--- src/hdl/pfp_fuse_regs.vh ---
// Register map, field layout and encodings of the pulse driven fuse programmer
`ifndef PFP_FUSE_REGS_VH
`define PFP_FUSE_REGS_VH

// APB byte addresses
`define PFP_ADDR_CTRL        8'h00
`define PFP_ADDR_STATUS      8'h04
`define PFP_ADDR_TEMP        8'h08
`define PFP_ADDR_FUSE        8'h0c
`define PFP_ADDR_EFFECT      8'h10

// Control register fields
`define PFP_CTRL_PWR_CYCLE   0
`define PFP_CTRL_PIN_EN      1
`define PFP_CTRL_RESET       1'b0

// Packed layout of the three 8-bit parameter bytes
`define PFP_SENS_LSB         0
`define PFP_FINE_LSB         8
`define PFP_SHARED_LSB       16

// Status register layout
`define PFP_STAT_STATE_LSB   0
`define PFP_STAT_SEL_LSB     4
`define PFP_STAT_KEY_LSB     8
`define PFP_STAT_LOCK_BIT    16
`define PFP_STAT_PEN_BIT     17

// Code field values
`define PFP_CODE_ZERO        8'h00
`define PFP_CODE_MAX         8'hff
`define PFP_CODE_ONE         8'h01
`define PFP_BIT_UNIDIR       0
`define PFP_BIT_LOCK         2

// Register keys
`define PFP_KEY_ZERO         8'h00
`define PFP_KEY_ONE          8'h01
`define PFP_KEY_TWO          8'h02

// Selected parameter register
`define PFP_SEL_NONE         2'h0
`define PFP_SEL_SENS         2'h1
`define PFP_SEL_FINE         2'h2
`define PFP_SEL_SHARED       2'h3

// Programming states
`define PFP_ST_INIT          3'h0
`define PFP_ST_Z1_SEL        3'h1
`define PFP_ST_BYPASS        3'h2
`define PFP_ST_Z2_SEL        3'h3
`define PFP_ST_ADDR          3'h4
`define PFP_ST_BLOWN         3'h5

`endif

--- src/hdl/pfp_fuse_programmer.v ---
// Pulse driven fuse programming state machine with APB register access
`timescale 1ns/1ps
`default_nettype none
`include "pfp_fuse_regs.vh"

module pfp_fuse_programmer (
    // Clock and power-up reset
    input  wire        clk,
    input  wire        reset,
    // APB slave
    input  wire        psel,
    input  wire        penable,
    input  wire        pwrite,
    input  wire [7:0]  paddr,
    input  wire [31:0] pwdata,
    output wire        pready,
    output reg  [31:0] prdata,
    output reg         pslverr,
    // Comparator levels seen on the sensor output pin
    input  wire        mid_level_in,
    input  wire        high_level_in,
    // Parameters applied to the analog front end
    output reg  [7:0]  sens_code,
    output reg  [7:0]  fine_offset_code,
    output reg         unidirectional,
    output reg         locked,
    output reg         fuse_blow_pulse
);

    // Classified pin events
    wire       mid_level_pulse;   // One mid-level pulse ended
    wire       high_level_pulse;  // One high-level pulse ended

    // Programming logic state
    reg [2:0]  state_q;           // Programming state
    reg [2:0]  state_d;
    reg [7:0]  key_q;             // Register key within the zone
    reg [7:0]  key_d;
    reg [1:0]  sel_q;             // Register being addressed
    reg [1:0]  sel_d;

    // Temporary codes, volatile
    reg [7:0]  temp_sens_q;
    reg [7:0]  temp_fine_q;
    reg [7:0]  temp_shared_q;

    // Fuse array, cleared only by the reset input
    reg [7:0]  fuse_sens_q;
    reg [7:0]  fuse_fine_q;
    reg [7:0]  fuse_shared_q;

    // Control bits
    reg        pin_en_q;          // Pin events reach the state machine
    reg        pwr_cycle_q;       // One-cycle soft supply cycle

    // Bus strobes
    wire       setup_phase = psel & ~penable;
    wire       access_wr   = psel & penable & pwrite;
    wire       addr_known  = (paddr == `PFP_ADDR_CTRL)  | (paddr == `PFP_ADDR_STATUS) |
                             (paddr == `PFP_ADDR_TEMP)  | (paddr == `PFP_ADDR_FUSE)   |
                             (paddr == `PFP_ADDR_EFFECT);

    // Events gated by the pin enable and by the lock fuse
    wire       lock_fuse  = fuse_shared_q[`PFP_BIT_LOCK];
    wire       ev_mid     = mid_level_pulse & pin_en_q & ~lock_fuse;
    wire       ev_high    = high_level_pulse & pin_en_q & ~lock_fuse;

    // Power-up or soft supply cycle
    wire       power_up   = reset | pwr_cycle_q;

    // Temporary code of the addressed register
    reg  [7:0] sel_temp;

    // Pulse classifier on the output pin
    pfp_level_classifier u_classifier (
        .clk              (clk),
        .reset            (reset),
        .mid_level_in     (mid_level_in),
        .high_level_in    (high_level_in),
        .mid_level_pulse  (mid_level_pulse),
        .high_level_pulse (high_level_pulse)
    );

    // Pick the temporary code of the addressed register
    always @* begin
        case (sel_q)
            `PFP_SEL_SENS:   sel_temp = temp_sens_q;
            `PFP_SEL_FINE:   sel_temp = temp_fine_q;
            `PFP_SEL_SHARED: sel_temp = temp_shared_q;
            default:         sel_temp = `PFP_CODE_ZERO;
        endcase
    end

    // Next state of the programming sequence
    always @* begin
        state_d = state_q;
        key_d   = key_q;
        sel_d   = sel_q;
        case (state_q)
            `PFP_ST_INIT: begin
                if (ev_high) begin
                    state_d = `PFP_ST_Z1_SEL;
                    key_d   = `PFP_KEY_ZERO;
                end
            end
            `PFP_ST_Z1_SEL: begin
                if (ev_mid && key_q != `PFP_CODE_MAX) begin
                    key_d = key_q + `PFP_KEY_ONE;
                end else if (ev_high && key_q == `PFP_KEY_ZERO) begin
                    state_d = `PFP_ST_BYPASS;
                end else if (ev_high) begin
                    state_d = `PFP_ST_ADDR;
                    sel_d   = (key_q == `PFP_KEY_ONE) ? `PFP_SEL_SENS : `PFP_SEL_NONE;
                end
            end
            `PFP_ST_BYPASS: begin
                if (ev_high) begin
                    state_d = `PFP_ST_Z2_SEL;
                    key_d   = `PFP_KEY_ZERO;
                end
            end
            `PFP_ST_Z2_SEL: begin
                if (ev_mid && key_q != `PFP_CODE_MAX) begin
                    key_d = key_q + `PFP_KEY_ONE;
                end else if (ev_high) begin
                    state_d = `PFP_ST_ADDR;
                    if (key_q == `PFP_KEY_ONE) begin
                        sel_d = `PFP_SEL_FINE;
                    end else if (key_q == `PFP_KEY_TWO) begin
                        sel_d = `PFP_SEL_SHARED;
                    end else begin
                        sel_d = `PFP_SEL_NONE;
                    end
                end
            end
            `PFP_ST_ADDR: begin
                if (ev_high) begin
                    state_d = `PFP_ST_BLOWN;
                end
            end
            `PFP_ST_BLOWN: begin
                // Waits here for the supply to cycle
                state_d = `PFP_ST_BLOWN;
            end
            default: begin
                state_d = `PFP_ST_INIT;
            end
        endcase
    end

    // State registers
    always @(posedge clk) begin
        if (power_up) begin
            state_q <= `PFP_ST_INIT;
            key_q   <= `PFP_KEY_ZERO;
            sel_q   <= `PFP_SEL_NONE;
        end else begin
            state_q <= state_d;
            key_q   <= key_d;
            sel_q   <= sel_d;
        end
    end

    // Temporary codes
    always @(posedge clk) begin
        if (power_up) begin
            temp_sens_q   <= `PFP_CODE_ZERO;
            temp_fine_q   <= `PFP_CODE_ZERO;
            temp_shared_q <= `PFP_CODE_ZERO;
        end else if (state_q == `PFP_ST_ADDR && ev_mid && sel_temp != `PFP_CODE_MAX) begin
            case (sel_q)
                `PFP_SEL_SENS:   temp_sens_q   <= temp_sens_q + `PFP_CODE_ONE;
                `PFP_SEL_FINE:   temp_fine_q   <= temp_fine_q + `PFP_CODE_ONE;
                `PFP_SEL_SHARED: temp_shared_q <= temp_shared_q + `PFP_CODE_ONE;
                default:         temp_sens_q   <= temp_sens_q;
            endcase
        end
    end

    // Fuse array, survives soft supply cycles
    always @(posedge clk) begin
        if (reset) begin
            fuse_sens_q     <= `PFP_CODE_ZERO;
            fuse_fine_q     <= `PFP_CODE_ZERO;
            fuse_shared_q   <= `PFP_CODE_ZERO;
            fuse_blow_pulse <= 1'b0;
        end else begin
            fuse_blow_pulse <= 1'b0;
            if (!pwr_cycle_q && state_q == `PFP_ST_ADDR && ev_high) begin
                fuse_blow_pulse <= (sel_q != `PFP_SEL_NONE);
                case (sel_q)
                    `PFP_SEL_SENS:   fuse_sens_q   <= fuse_sens_q | temp_sens_q;
                    `PFP_SEL_FINE:   fuse_fine_q   <= fuse_fine_q | temp_fine_q;
                    `PFP_SEL_SHARED: fuse_shared_q <= fuse_shared_q | temp_shared_q;
                    default:         fuse_sens_q   <= fuse_sens_q;
                endcase
            end
        end
    end

    // Applied parameters: blown bits plus temporary code; locked from the lock fuse alone
    always @(posedge clk) begin
        if (reset) begin
            sens_code        <= `PFP_CODE_ZERO;
            fine_offset_code <= `PFP_CODE_ZERO;
            unidirectional   <= 1'b0;
            locked           <= 1'b0;
        end else begin
            sens_code        <= fuse_sens_q | temp_sens_q;
            fine_offset_code <= fuse_fine_q | temp_fine_q;
            unidirectional   <= fuse_shared_q[`PFP_BIT_UNIDIR] | temp_shared_q[`PFP_BIT_UNIDIR];
            locked           <= lock_fuse;
        end
    end

    // Control register and soft supply cycle strobe
    always @(posedge clk) begin
        if (reset) begin
            pin_en_q    <= `PFP_CTRL_RESET;
            pwr_cycle_q <= 1'b0;
        end else begin
            pwr_cycle_q <= 1'b0;
            if (access_wr && paddr == `PFP_ADDR_CTRL) begin
                pin_en_q    <= pwdata[`PFP_CTRL_PIN_EN];
                pwr_cycle_q <= pwdata[`PFP_CTRL_PWR_CYCLE];
            end
        end
    end

    // Zero wait states
    assign pready = psel & penable;

    // Read data and error captured in the setup cycle
    always @(posedge clk) begin
        if (reset) begin
            prdata  <= 32'h0;
            pslverr <= 1'b0;
        end else if (setup_phase) begin
            prdata  <= 32'h0;
            pslverr <= ~addr_known;
            if (!pwrite) begin
                case (paddr)
                    `PFP_ADDR_CTRL: begin
                        prdata[`PFP_CTRL_PIN_EN] <= pin_en_q;
                    end
                    `PFP_ADDR_STATUS: begin
                        prdata[`PFP_STAT_STATE_LSB +: 3] <= state_q;
                        prdata[`PFP_STAT_SEL_LSB +: 2]   <= sel_q;
                        prdata[`PFP_STAT_KEY_LSB +: 8]   <= key_q;
                        prdata[`PFP_STAT_LOCK_BIT]       <= lock_fuse;
                        prdata[`PFP_STAT_PEN_BIT]        <= pin_en_q;
                    end
                    `PFP_ADDR_TEMP: begin
                        prdata[`PFP_SENS_LSB +: 8]   <= temp_sens_q;
                        prdata[`PFP_FINE_LSB +: 8]   <= temp_fine_q;
                        prdata[`PFP_SHARED_LSB +: 8] <= temp_shared_q;
                    end
                    `PFP_ADDR_FUSE: begin
                        prdata[`PFP_SENS_LSB +: 8]   <= fuse_sens_q;
                        prdata[`PFP_FINE_LSB +: 8]   <= fuse_fine_q;
                        prdata[`PFP_SHARED_LSB +: 8] <= fuse_shared_q;
                    end
                    `PFP_ADDR_EFFECT: begin
                        prdata[`PFP_SENS_LSB +: 8]   <= fuse_sens_q | temp_sens_q;
                        prdata[`PFP_FINE_LSB +: 8]   <= fuse_fine_q | temp_fine_q;
                        prdata[`PFP_SHARED_LSB +: 8] <= fuse_shared_q | temp_shared_q;
                    end
                    default: begin
                        prdata <= 32'h0;
                    end
                endcase
            end
        end
    end

endmodule // pfp_fuse_programmer

`default_nettype wire

--- src/hdl/pfp_level_classifier.v ---
// Turns the two pin level comparators into one mid or high event per pulse
`timescale 1ns/1ps
`default_nettype none

module pfp_level_classifier (
    // Clock and reset
    input  wire clk,
    input  wire reset,
    // Comparator levels from the output pin
    input  wire mid_level_in,
    input  wire high_level_in,
    // One-cycle events, issued at the pulse's trailing edge
    output reg  mid_level_pulse,
    output reg  high_level_pulse
);

    reg [1:0] mid_sync_q;   // Two-flop synchroniser, mid comparator
    reg [1:0] high_sync_q;  // Two-flop synchroniser, high comparator
    reg       in_pulse_q;   // A pulse is in progress
    reg       saw_high_q;   // The pulse reached the high level

    wire pin_up = mid_sync_q[1] | high_sync_q[1];

    // Synchronise both comparator levels
    always @(posedge clk) begin
        if (reset) begin
            mid_sync_q  <= 2'h0;
            high_sync_q <= 2'h0;
        end else begin
            mid_sync_q  <= {mid_sync_q[0], mid_level_in};
            high_sync_q <= {high_sync_q[0], high_level_in};
        end
    end

    always @(posedge clk) begin
        if (reset) begin
            in_pulse_q       <= 1'b0;
            saw_high_q       <= 1'b0;
            mid_level_pulse  <= 1'b0;
            high_level_pulse <= 1'b0;
        end else begin
            in_pulse_q       <= pin_up;
            mid_level_pulse  <= 1'b0;
            high_level_pulse <= 1'b0;
            if (pin_up) begin
                // Remember the peak level while the pulse lasts
                saw_high_q <= saw_high_q | high_sync_q[1];
            end else if (in_pulse_q) begin
                // Trailing edge: classify by the peak seen
                mid_level_pulse  <= ~saw_high_q;
                high_level_pulse <= saw_high_q;
                saw_high_q       <= 1'b0;
            end
        end
    end

endmodule // pfp_level_classifier

`default_nettype wire

--- config.mk ---
export PLATFORM = sky130hd
export DESIGN_NAME = pfp_fuse_programmer
export DESIGN_NICKNAME = d
export VERILOG_FILES = /design/src/hdl/pfp_fuse_programmer.v /design/src/hdl/pfp_level_classifier.v
export VERILOG_INCLUDE_DIRS = /design/src /design/src/hdl
export SDC_FILE = /design/constraint.sdc
export NUM_CORES = 1
export LEC_CHECK = 0
export BUFFER_PORTS_ARGS = -buffer_cell sky130_fd_sc_hd__buf_2
export CORE_UTILIZATION = 61
export CTS_BUF_LIST = sky130_fd_sc_hd__clkbuf_8
export CTS_CLUSTER_DIAMETER = 80
export CTS_CLUSTER_SIZE = 20
export DETAILED_ROUTE_END_ITERATION = 8
export PLACE_DENSITY = 0.83
export SKIP_CTS_REPAIR_TIMING = 1
export SYNTH_ARGS = -nofsm -noshare
export SYNTH_HDL_FRONTEND = slang
export SYNTH_HIERARCHICAL = 1
export SYNTH_SLANG_ARGS = --single-unit
--- constraint.sdc ---
create_clock -name clk -period 2.9 [get_ports clk]
set_input_delay 0.58 -clock clk [delete_from_list [all_inputs] [get_ports clk]]
set_output_delay 0.58 -clock clk [all_outputs]
set_load 0.01 [all_outputs]
# After elaboration in Yosys (flattened, before gate mapping)
# Cells that the tools add are included.
classes:
  addsub: 4
  mul: 0
  n_div: 0
  magnitude_cmp: 0
  n_eq_ne: 26
  shifts: 0
  muxes: 32
  bitwise: 25
  n_reduce_logical: 29
op_table:
  columns: ["operator", "n"]
  rows:
  - ["$pmux W10 S4", 1]
  - ["$add A8 B1 Y8 const B", 4]
  - ["$mux W24", 1]
  - ["$or A8 B8 Y8", 3]
  - ["$pmux W8 S3", 1]
  - ["$mux W3", 7]
  - ["$pmux W3 S6", 1]
  - ["$pmux W6 S3", 1]
  - ["$eq A8 B4 Y1 const B", 2]
  - ["$logic_not A8 Y1", 2]
  - ["$mux W8", 2]
  - ["$ne A2 B2 Y1 const B", 8]
  - ["$ne A8 B8 Y1 const B", 2]
  - ["$pmux W8 S2", 1]
  - ["$mux W2", 7]
  - ["$reduce_and A2 Y1", 6]
  - ["$eq A8 B1 Y1 const B", 1]
  - ["$eq A8 B2 Y1 const B", 1]
  - ["$eq A8 B3 Y1 const B", 1]
  - ["$eq A8 B5 Y1 const B", 1]
  - ["$or A1 B1 Y1", 8]
  - ["$pmux W1 S4", 2]
  - ["$pmux W2 S4", 1]
  - ["$reduce_bool A2 Y1", 4]
  - ["21 further kinds", 48]
word_totals:
  ff_bits: 123
  latchBits: 0
  mem_bits_rw: 0
  romBits: 0
  input_bits: 47
  output_inout_bits: 53
  elab_cells: 140
  mem_count: 0

# Logic depth before layout (Yosys ltp)
depth:
  word_depth: 6
  mapped_depth: 10
  mapped_depth_nobuf: 6

# Modules after synthesis
# Netlist, hierarchy kept.
by_module_without_submodules:
  columns: ["mod", "n_inst", "cells_each", "area_each_um2", "seq_area_each_um2"]
  rows:
  - ["pfp_fuse_programmer", 1, 544, 4659.5, 2142.1]
  - ["pfp_level_classifier", 1, 20, 244.0, 160.2]

# Worst setup path after synthesis
# No wires, ideal clock.
synth_timing:
  path_type: "input-to-reg"
  start: "input port paddr[1]"
  end: "register prdata[5]"
  setup_ns: 0.070
  arrival_ns: 1.932
  required_time_ns: 2.830
  setup_slack_ns: 0.898
  stages: 6
  path_buffers: 1
  cell_sequence: "nor3_1 -> nand2_1 -> nor4b_1 -> clkbuf_1 -> nand2_1 -> a21oi_1"
synth_via:
  elab_chain_len: 3
  word_cells_on_any_way: 6
  classes_between: "eq/ne: 4; mux: 2"
synth_lines:
  columns: ["element", "line", "rtl"]
  rows:
  - ["start, declared", "pfp_fuse_programmer.v:14", "input wire [7:0] paddr,"]
  - ["$eq A8 B5 Y1, or another cell as far along", "pfp_fuse_programmer.v:242", "case (paddr)"]
  - ["$pmux W2 S4 *", "pfp_fuse_programmer.v:242", null]
  - ["$mux W24 *", "pfp_fuse_programmer.v:241", "if (!pwrite) begin"]
  - ["end signal, assigned by index", "pfp_fuse_programmer.v:244", "prdata[`PFP_CTRL_PIN_EN] <= pin_en_q;"]
  - ["end signal, assigned by index", "pfp_fuse_programmer.v:247", "prdata[`PFP_STAT_STATE_LSB +: 3] <= state_q;"]
  - ["end signal, assigned by index", "pfp_fuse_programmer.v:248", "prdata[`PFP_STAT_SEL_LSB +: 2] <= sel_q;"]
  - ["end, declared", "pfp_fuse_programmer.v:17", "output reg [31:0] prdata,"]
# Mark *: on every way between the ends. The rest lies on a longest branch, timed or not.
# A chain may end at the register's enable or synchronous reset.

# Worst setup path after layout
layout_timing:
  start: "register sel_q[1]"
  end: "register temp_sens_q[4]"
layout_via:
  elab_chain_len: 5
  word_cells_on_any_way: 7
  classes_between: "eq/ne: 4; mux: 1; reduce/logical: 2"
layout_lines:
  columns: ["element", "line", "rtl"]
  rows:
  - ["start, declared", "pfp_fuse_programmer.v:39", "reg [1:0] sel_q;"]
  - ["start signal, assigned", "pfp_fuse_programmer.v:156", "sel_q <= `PFP_SEL_NONE;"]
  - ["start signal, assigned", "pfp_fuse_programmer.v:160", "sel_q <= sel_d;"]
  - ["$eq A2 B2 Y1 / $eq A2 B1 Y1 (equally long branches)", "pfp_fuse_programmer.v:86, pfp_fuse_programmer.v:171", null]
  - ["$pmux W8 S3", "pfp_fuse_programmer.v:86", "case (sel_q)"]
  - ["$ne A8 B8 Y1 (no source line)", null, null]
  - ["$logic_and A1 B1 Y1 (no source line)", null, null]
  - ["$reduce_and A2 Y1 (no source line) *", null, null]
  - ["end signal, assigned", "pfp_fuse_programmer.v:167", "temp_sens_q <= `PFP_CODE_ZERO;"]
  - ["end signal, assigned", "pfp_fuse_programmer.v:172", "`PFP_SEL_SENS: temp_sens_q <= temp_sens_q + `PFP_CODE_ONE;"]
  - ["end signal, assigned", "pfp_fuse_programmer.v:175", "default: temp_sens_q <= temp_sens_q;"]
  - ["end, declared", "pfp_fuse_programmer.v:43", "reg [7:0] temp_sens_q;"]
# Marks and branches as above.

==> impl_results.md <==
- Synthesized area per cell: 8.69 µm²
- GRT Residual Overflow: 0
- Ratio of total power to cell area: 584 mW/mm²
- Storage cell area: 0.00230 mm²
- Summed negative setup slack over all endpoints: 0 ns
- Final Hold Vio Count: 0
- First-pass GRT wire length: 19.0 mm
- Final setup skew: 0.0103 ns
- Routed wire per std cell: 15.7 µm
- Filler cells: 583
- Residual DRC: 0
- Core area: 0.00777 mm²
- DR vias/cell: 6.00
- Total clock buffers created by CTS: 17
- Maximum number of pins on one net before global-route repair: 38
- CP Capture Type: flip-flop
- Synth area leaders: sky130_fd_sc_hd__dfxtp_1, sky130_fd_sc_hd__nor2_1, sky130_fd_sc_hd__a21oi_1
- Worst EP required: 3.25 ns
- Final-report setup violation count: 0
- DRT Wirelength: 11.5 mm
- Post-synthesis instance area: 0.00490 mm²
- Leakage power: 2.20 nW
- Final critical delay including setup and external delays: 2.52 ns
- X dimension of the die: 91.7 µm
- Ys flop type: sky130_fd_sc_hd__dfxtp_1
- Count of clock tree sinks: 115
- Data arrival time of the critical path: 2.86 ns
- Final clock period utilization by the worst path: 0.868
- Port Buf Inserts: 61
- Unrepaired setup endpoints after global routing: no
- Headroom to the max-slew limit: 0.522
- Biggest fanout along the worst timing path: 16
- Maximum ir drop on the vdd rail: 0.339 mV
- Antenna violations before repair: 0
- Highest achievable clock rate: 0.397 GHz
- Max-cap check violation count: 0
- Sort of element at the start of the critical path: flip-flop
- CTS clk-pin slew, worst paths: 0.07 ns
- Fraction of the yosys area taken by sequential cells: 0.470
- Bufs on Longest Clock Path: 2
- Antenna cell count: 0
- Number of synthesized flops with an enable pin: 0
- Slowest-stage cell, CP: sky130_fd_sc_hd__dfxtp_1
- Cell mode on critical path: sky130_fd_sc_hd__a21oi_1
- Top-area cell type share of the netlist area: 0.470
- Number of pins exceeding their max-slew limit in the final report: 0
- Final weighted congestion in routability-driven placement: 0.854
- Most frequent cells after synthesis: sky130_fd_sc_hd__dfxtp_1, sky130_fd_sc_hd__nor2_1, sky130_fd_sc_hd__a21oi_1
- Number of storage elements in the synthesis netlist: 115
- Number of ports placed on the die boundary: 100
- Clock root buffer: sky130_fd_sc_hd__clkbuf_8
- Count of buffering cells on the critical path with inverters included: 0
- Row count: 32
- Vias in the first global route: 4027
- Result of the run: finished clean
- Count of distinct cell types in the synthesized netlist: 58
- Ys Warns: 6
- Critical Path Max Stage Delay: 0.69 ns
- Post-route total power: 3.31 mW
- Maximum level of the CTS H-tree: 4
- Crit path max-delay family: compound AO/OA/AOI/OAI gates
- Worst path cell trace: nand3_1, a21oi_1, a21oi_1, o311ai_0, o21ai_0, a21oi_1
- Total routing resource utilization after global routing: 0.287
- NumNets Final: 672
- Area of combinational cells with multiple inputs: 0.00238 mm²
- Area added between synthesis and finish: 15.4%
- Fraction of final layout cells with drive strength greater than 1: 0.185
- DRC violation total after the first TritonRoute iteration: 416
- TritonCTS clock tree: done
- Initial cell density of the core: 0.631
- Antenna viol nets, final: 0
- Area enclosed by the die boundary: 0.00840 mm²
- Slew at the pin with the worst max-slew slack: 0.708 ns
- Vias after detailed routing: 4401
- Worst setup path class: reg -> reg
- Fraction of registers with async set/reset: 0
- Most area-hungry cell type in the Yosys netlist: sky130_fd_sc_hd__dfxtp_1
- Most common cell in the synthesized netlist: sky130_fd_sc_hd__dfxtp_1
- Chip Height: 91.7 µm
- Number of detailed-routing iterations run before antenna repair: 5
- HPWL after detailed placement: 7.60 mm
- Gate count of the mapped netlist: 564
- Clock latency at the later pin of the worst-skew pair: 0.42 ns
- Classification of the worst-slack hold path: in -> reg
placed cells by master, fill, tap and decap left out, drive strengths merged, types with 2 or more instances in the layout:
cell type | synthesis | layout
and3b | 2 | 2
nand2 | 44 | 44
and2 | 6 | 6
nor2b | 3 | 3
o21a | 3 | 3
mux2i | 6 | 6
nand3b | 6 | 6
a22oi | 9 | 9
conb | 1 | 8
or4 | 7 | 7
nor4 | 5 | 5
nand2b | 3 | 3
o31ai | 11 | 11
o211ai | 3 | 3
ha | 7 | 7
a22o | 9 | 9
dfxtp | 115 | 115
or3 | 8 | 8
and3 | 3 | 3
o2111ai | 2 | 2
bufinv | 0 | 3
a221oi | 15 | 15
and2b | 4 | 4
nor3 | 8 | 8
o21ai | 27 | 27
xor2 | 11 | 11
nor2 | 99 | 99
a21oi | 59 | 59
clkbuf | 23 | 22
nand3 | 12 | 12
clkinv | 0 | 4
buf | 19 | 70
nor3b | 4 | 4
nand4 | 6 | 6
nand4b | 2 | 2
inv | 7 | 8
clkinvlp | 0 | 2
state kept, by name, indices dropped and copies added (netlist names), 2 cells and up:
register                  flops
sel_q                         2
sens_code                     8
temp_shared_q                 8
fuse_fine_q                   8
temp_sens_q                   8
fine_offset_code              8
state_q                       3
prdata                       24
key_q                         8
u_classifier/mid_sync_q       2
u_classifier/high_sync_q      2
temp_fine_q                   8
fuse_sens_q                   8
fuse_shared_q                 8
worst register-to-register path, delay by kind of cell, from the launching register on:
kind	cells	cell delay, ns
AO/OA/AOI/OAI	5	1.61
flip-flops	1	0.69
AND/OR/NAND/NOR	1	0.15
metal layers:
| metal | vias up | wire length [µm] | GRT usage |
|---|---|---|---|
| met1 | 2104 | 4940 | 0.353 |
| met4 | 0 | 148 | 0.0966 |
| li1 | 2096 | - | - |
| met2 | 179 | 5700 | 0.485 |
| met5 | - | 0 | 0 |
| met3 | 22 | 756 | 0.0763 |
where the power goes:
part	switching [mW]	internal, mW	total [mW]
Combinational	0.0800	0.0412	0.121
Clock	0.624	0.956	1.58
Sequential	0.00820	1.60	1.60
stage by stage:
stage / instances / hold WS, ns / util / setup WS [ns] / area, µm²
after floorplan: 571 / 0.428 / - / 0.898 / 4930
after CTS: 733 / 0.372 / 0.728 / 0.442 / 5660
after global routing: 733 / 0.362 / 0.728 / 0.216 / 5660
after detailed placement: 701 / 0.435 / 0.673 / 0.527 / 5230
after global placement: 701 / 0.434 / 0.673 / 0.582 / 5230
final: 733 / 0.383 / 0.728 / 0.384 / 5660
area by class of cell:
class / count / area share
clock inverters: 10 / 0.0228
flip-flops and latches: 115 / 0.407
repair buffers: 70 / 0.0681
well taps: 102 / 0.0226
multi-input cells: 407 / 0.421
clock buffers: 22 / 0.0535
inverters: 7 / 0.00464
cell families (layout without fill, tap and decap cells):
kind of cell               after synthesis  in the layout  synth area share
other                                    1              8          0.000765
DFF                                    115            115             0.470
buffers and inverters                   49            109            0.0518
xor gates and xnor gates                12             12            0.0214
muxes                                    6              6            0.0122
and+or+nand+nor                        227            227             0.228
adders and majority gates                7              7            0.0179
AOI/OAI and AO/OA                      147            147             0.199
final timing paths:
| kind | startpoint | to | slack [ns] | cells after the start |
|---|---|---|---|---|
| max reg2reg | sel_q[1]$_SDFFE_PP0P_ | temp_sens_q[4]$_SDFFE_PP0P_ | 0.38 | 6 |
| min reg2reg | u_classifier/mid_sync_q[0]$_SDFF_PP0_ | u_classifier/mid_sync_q[1]$_SDFF_PP0_ | 0.45 | 1 |
| min | high_level_in | u_classifier/high_sync_q[0]$_SDFF_PP0_ | 0.38 | 2 |
| max | sel_q[1]$_SDFFE_PP0P_ | temp_sens_q[4]$_SDFFE_PP0P_ | 0.38 | 6 |
No activity file was read; power rests on OpenSTA's default activity.
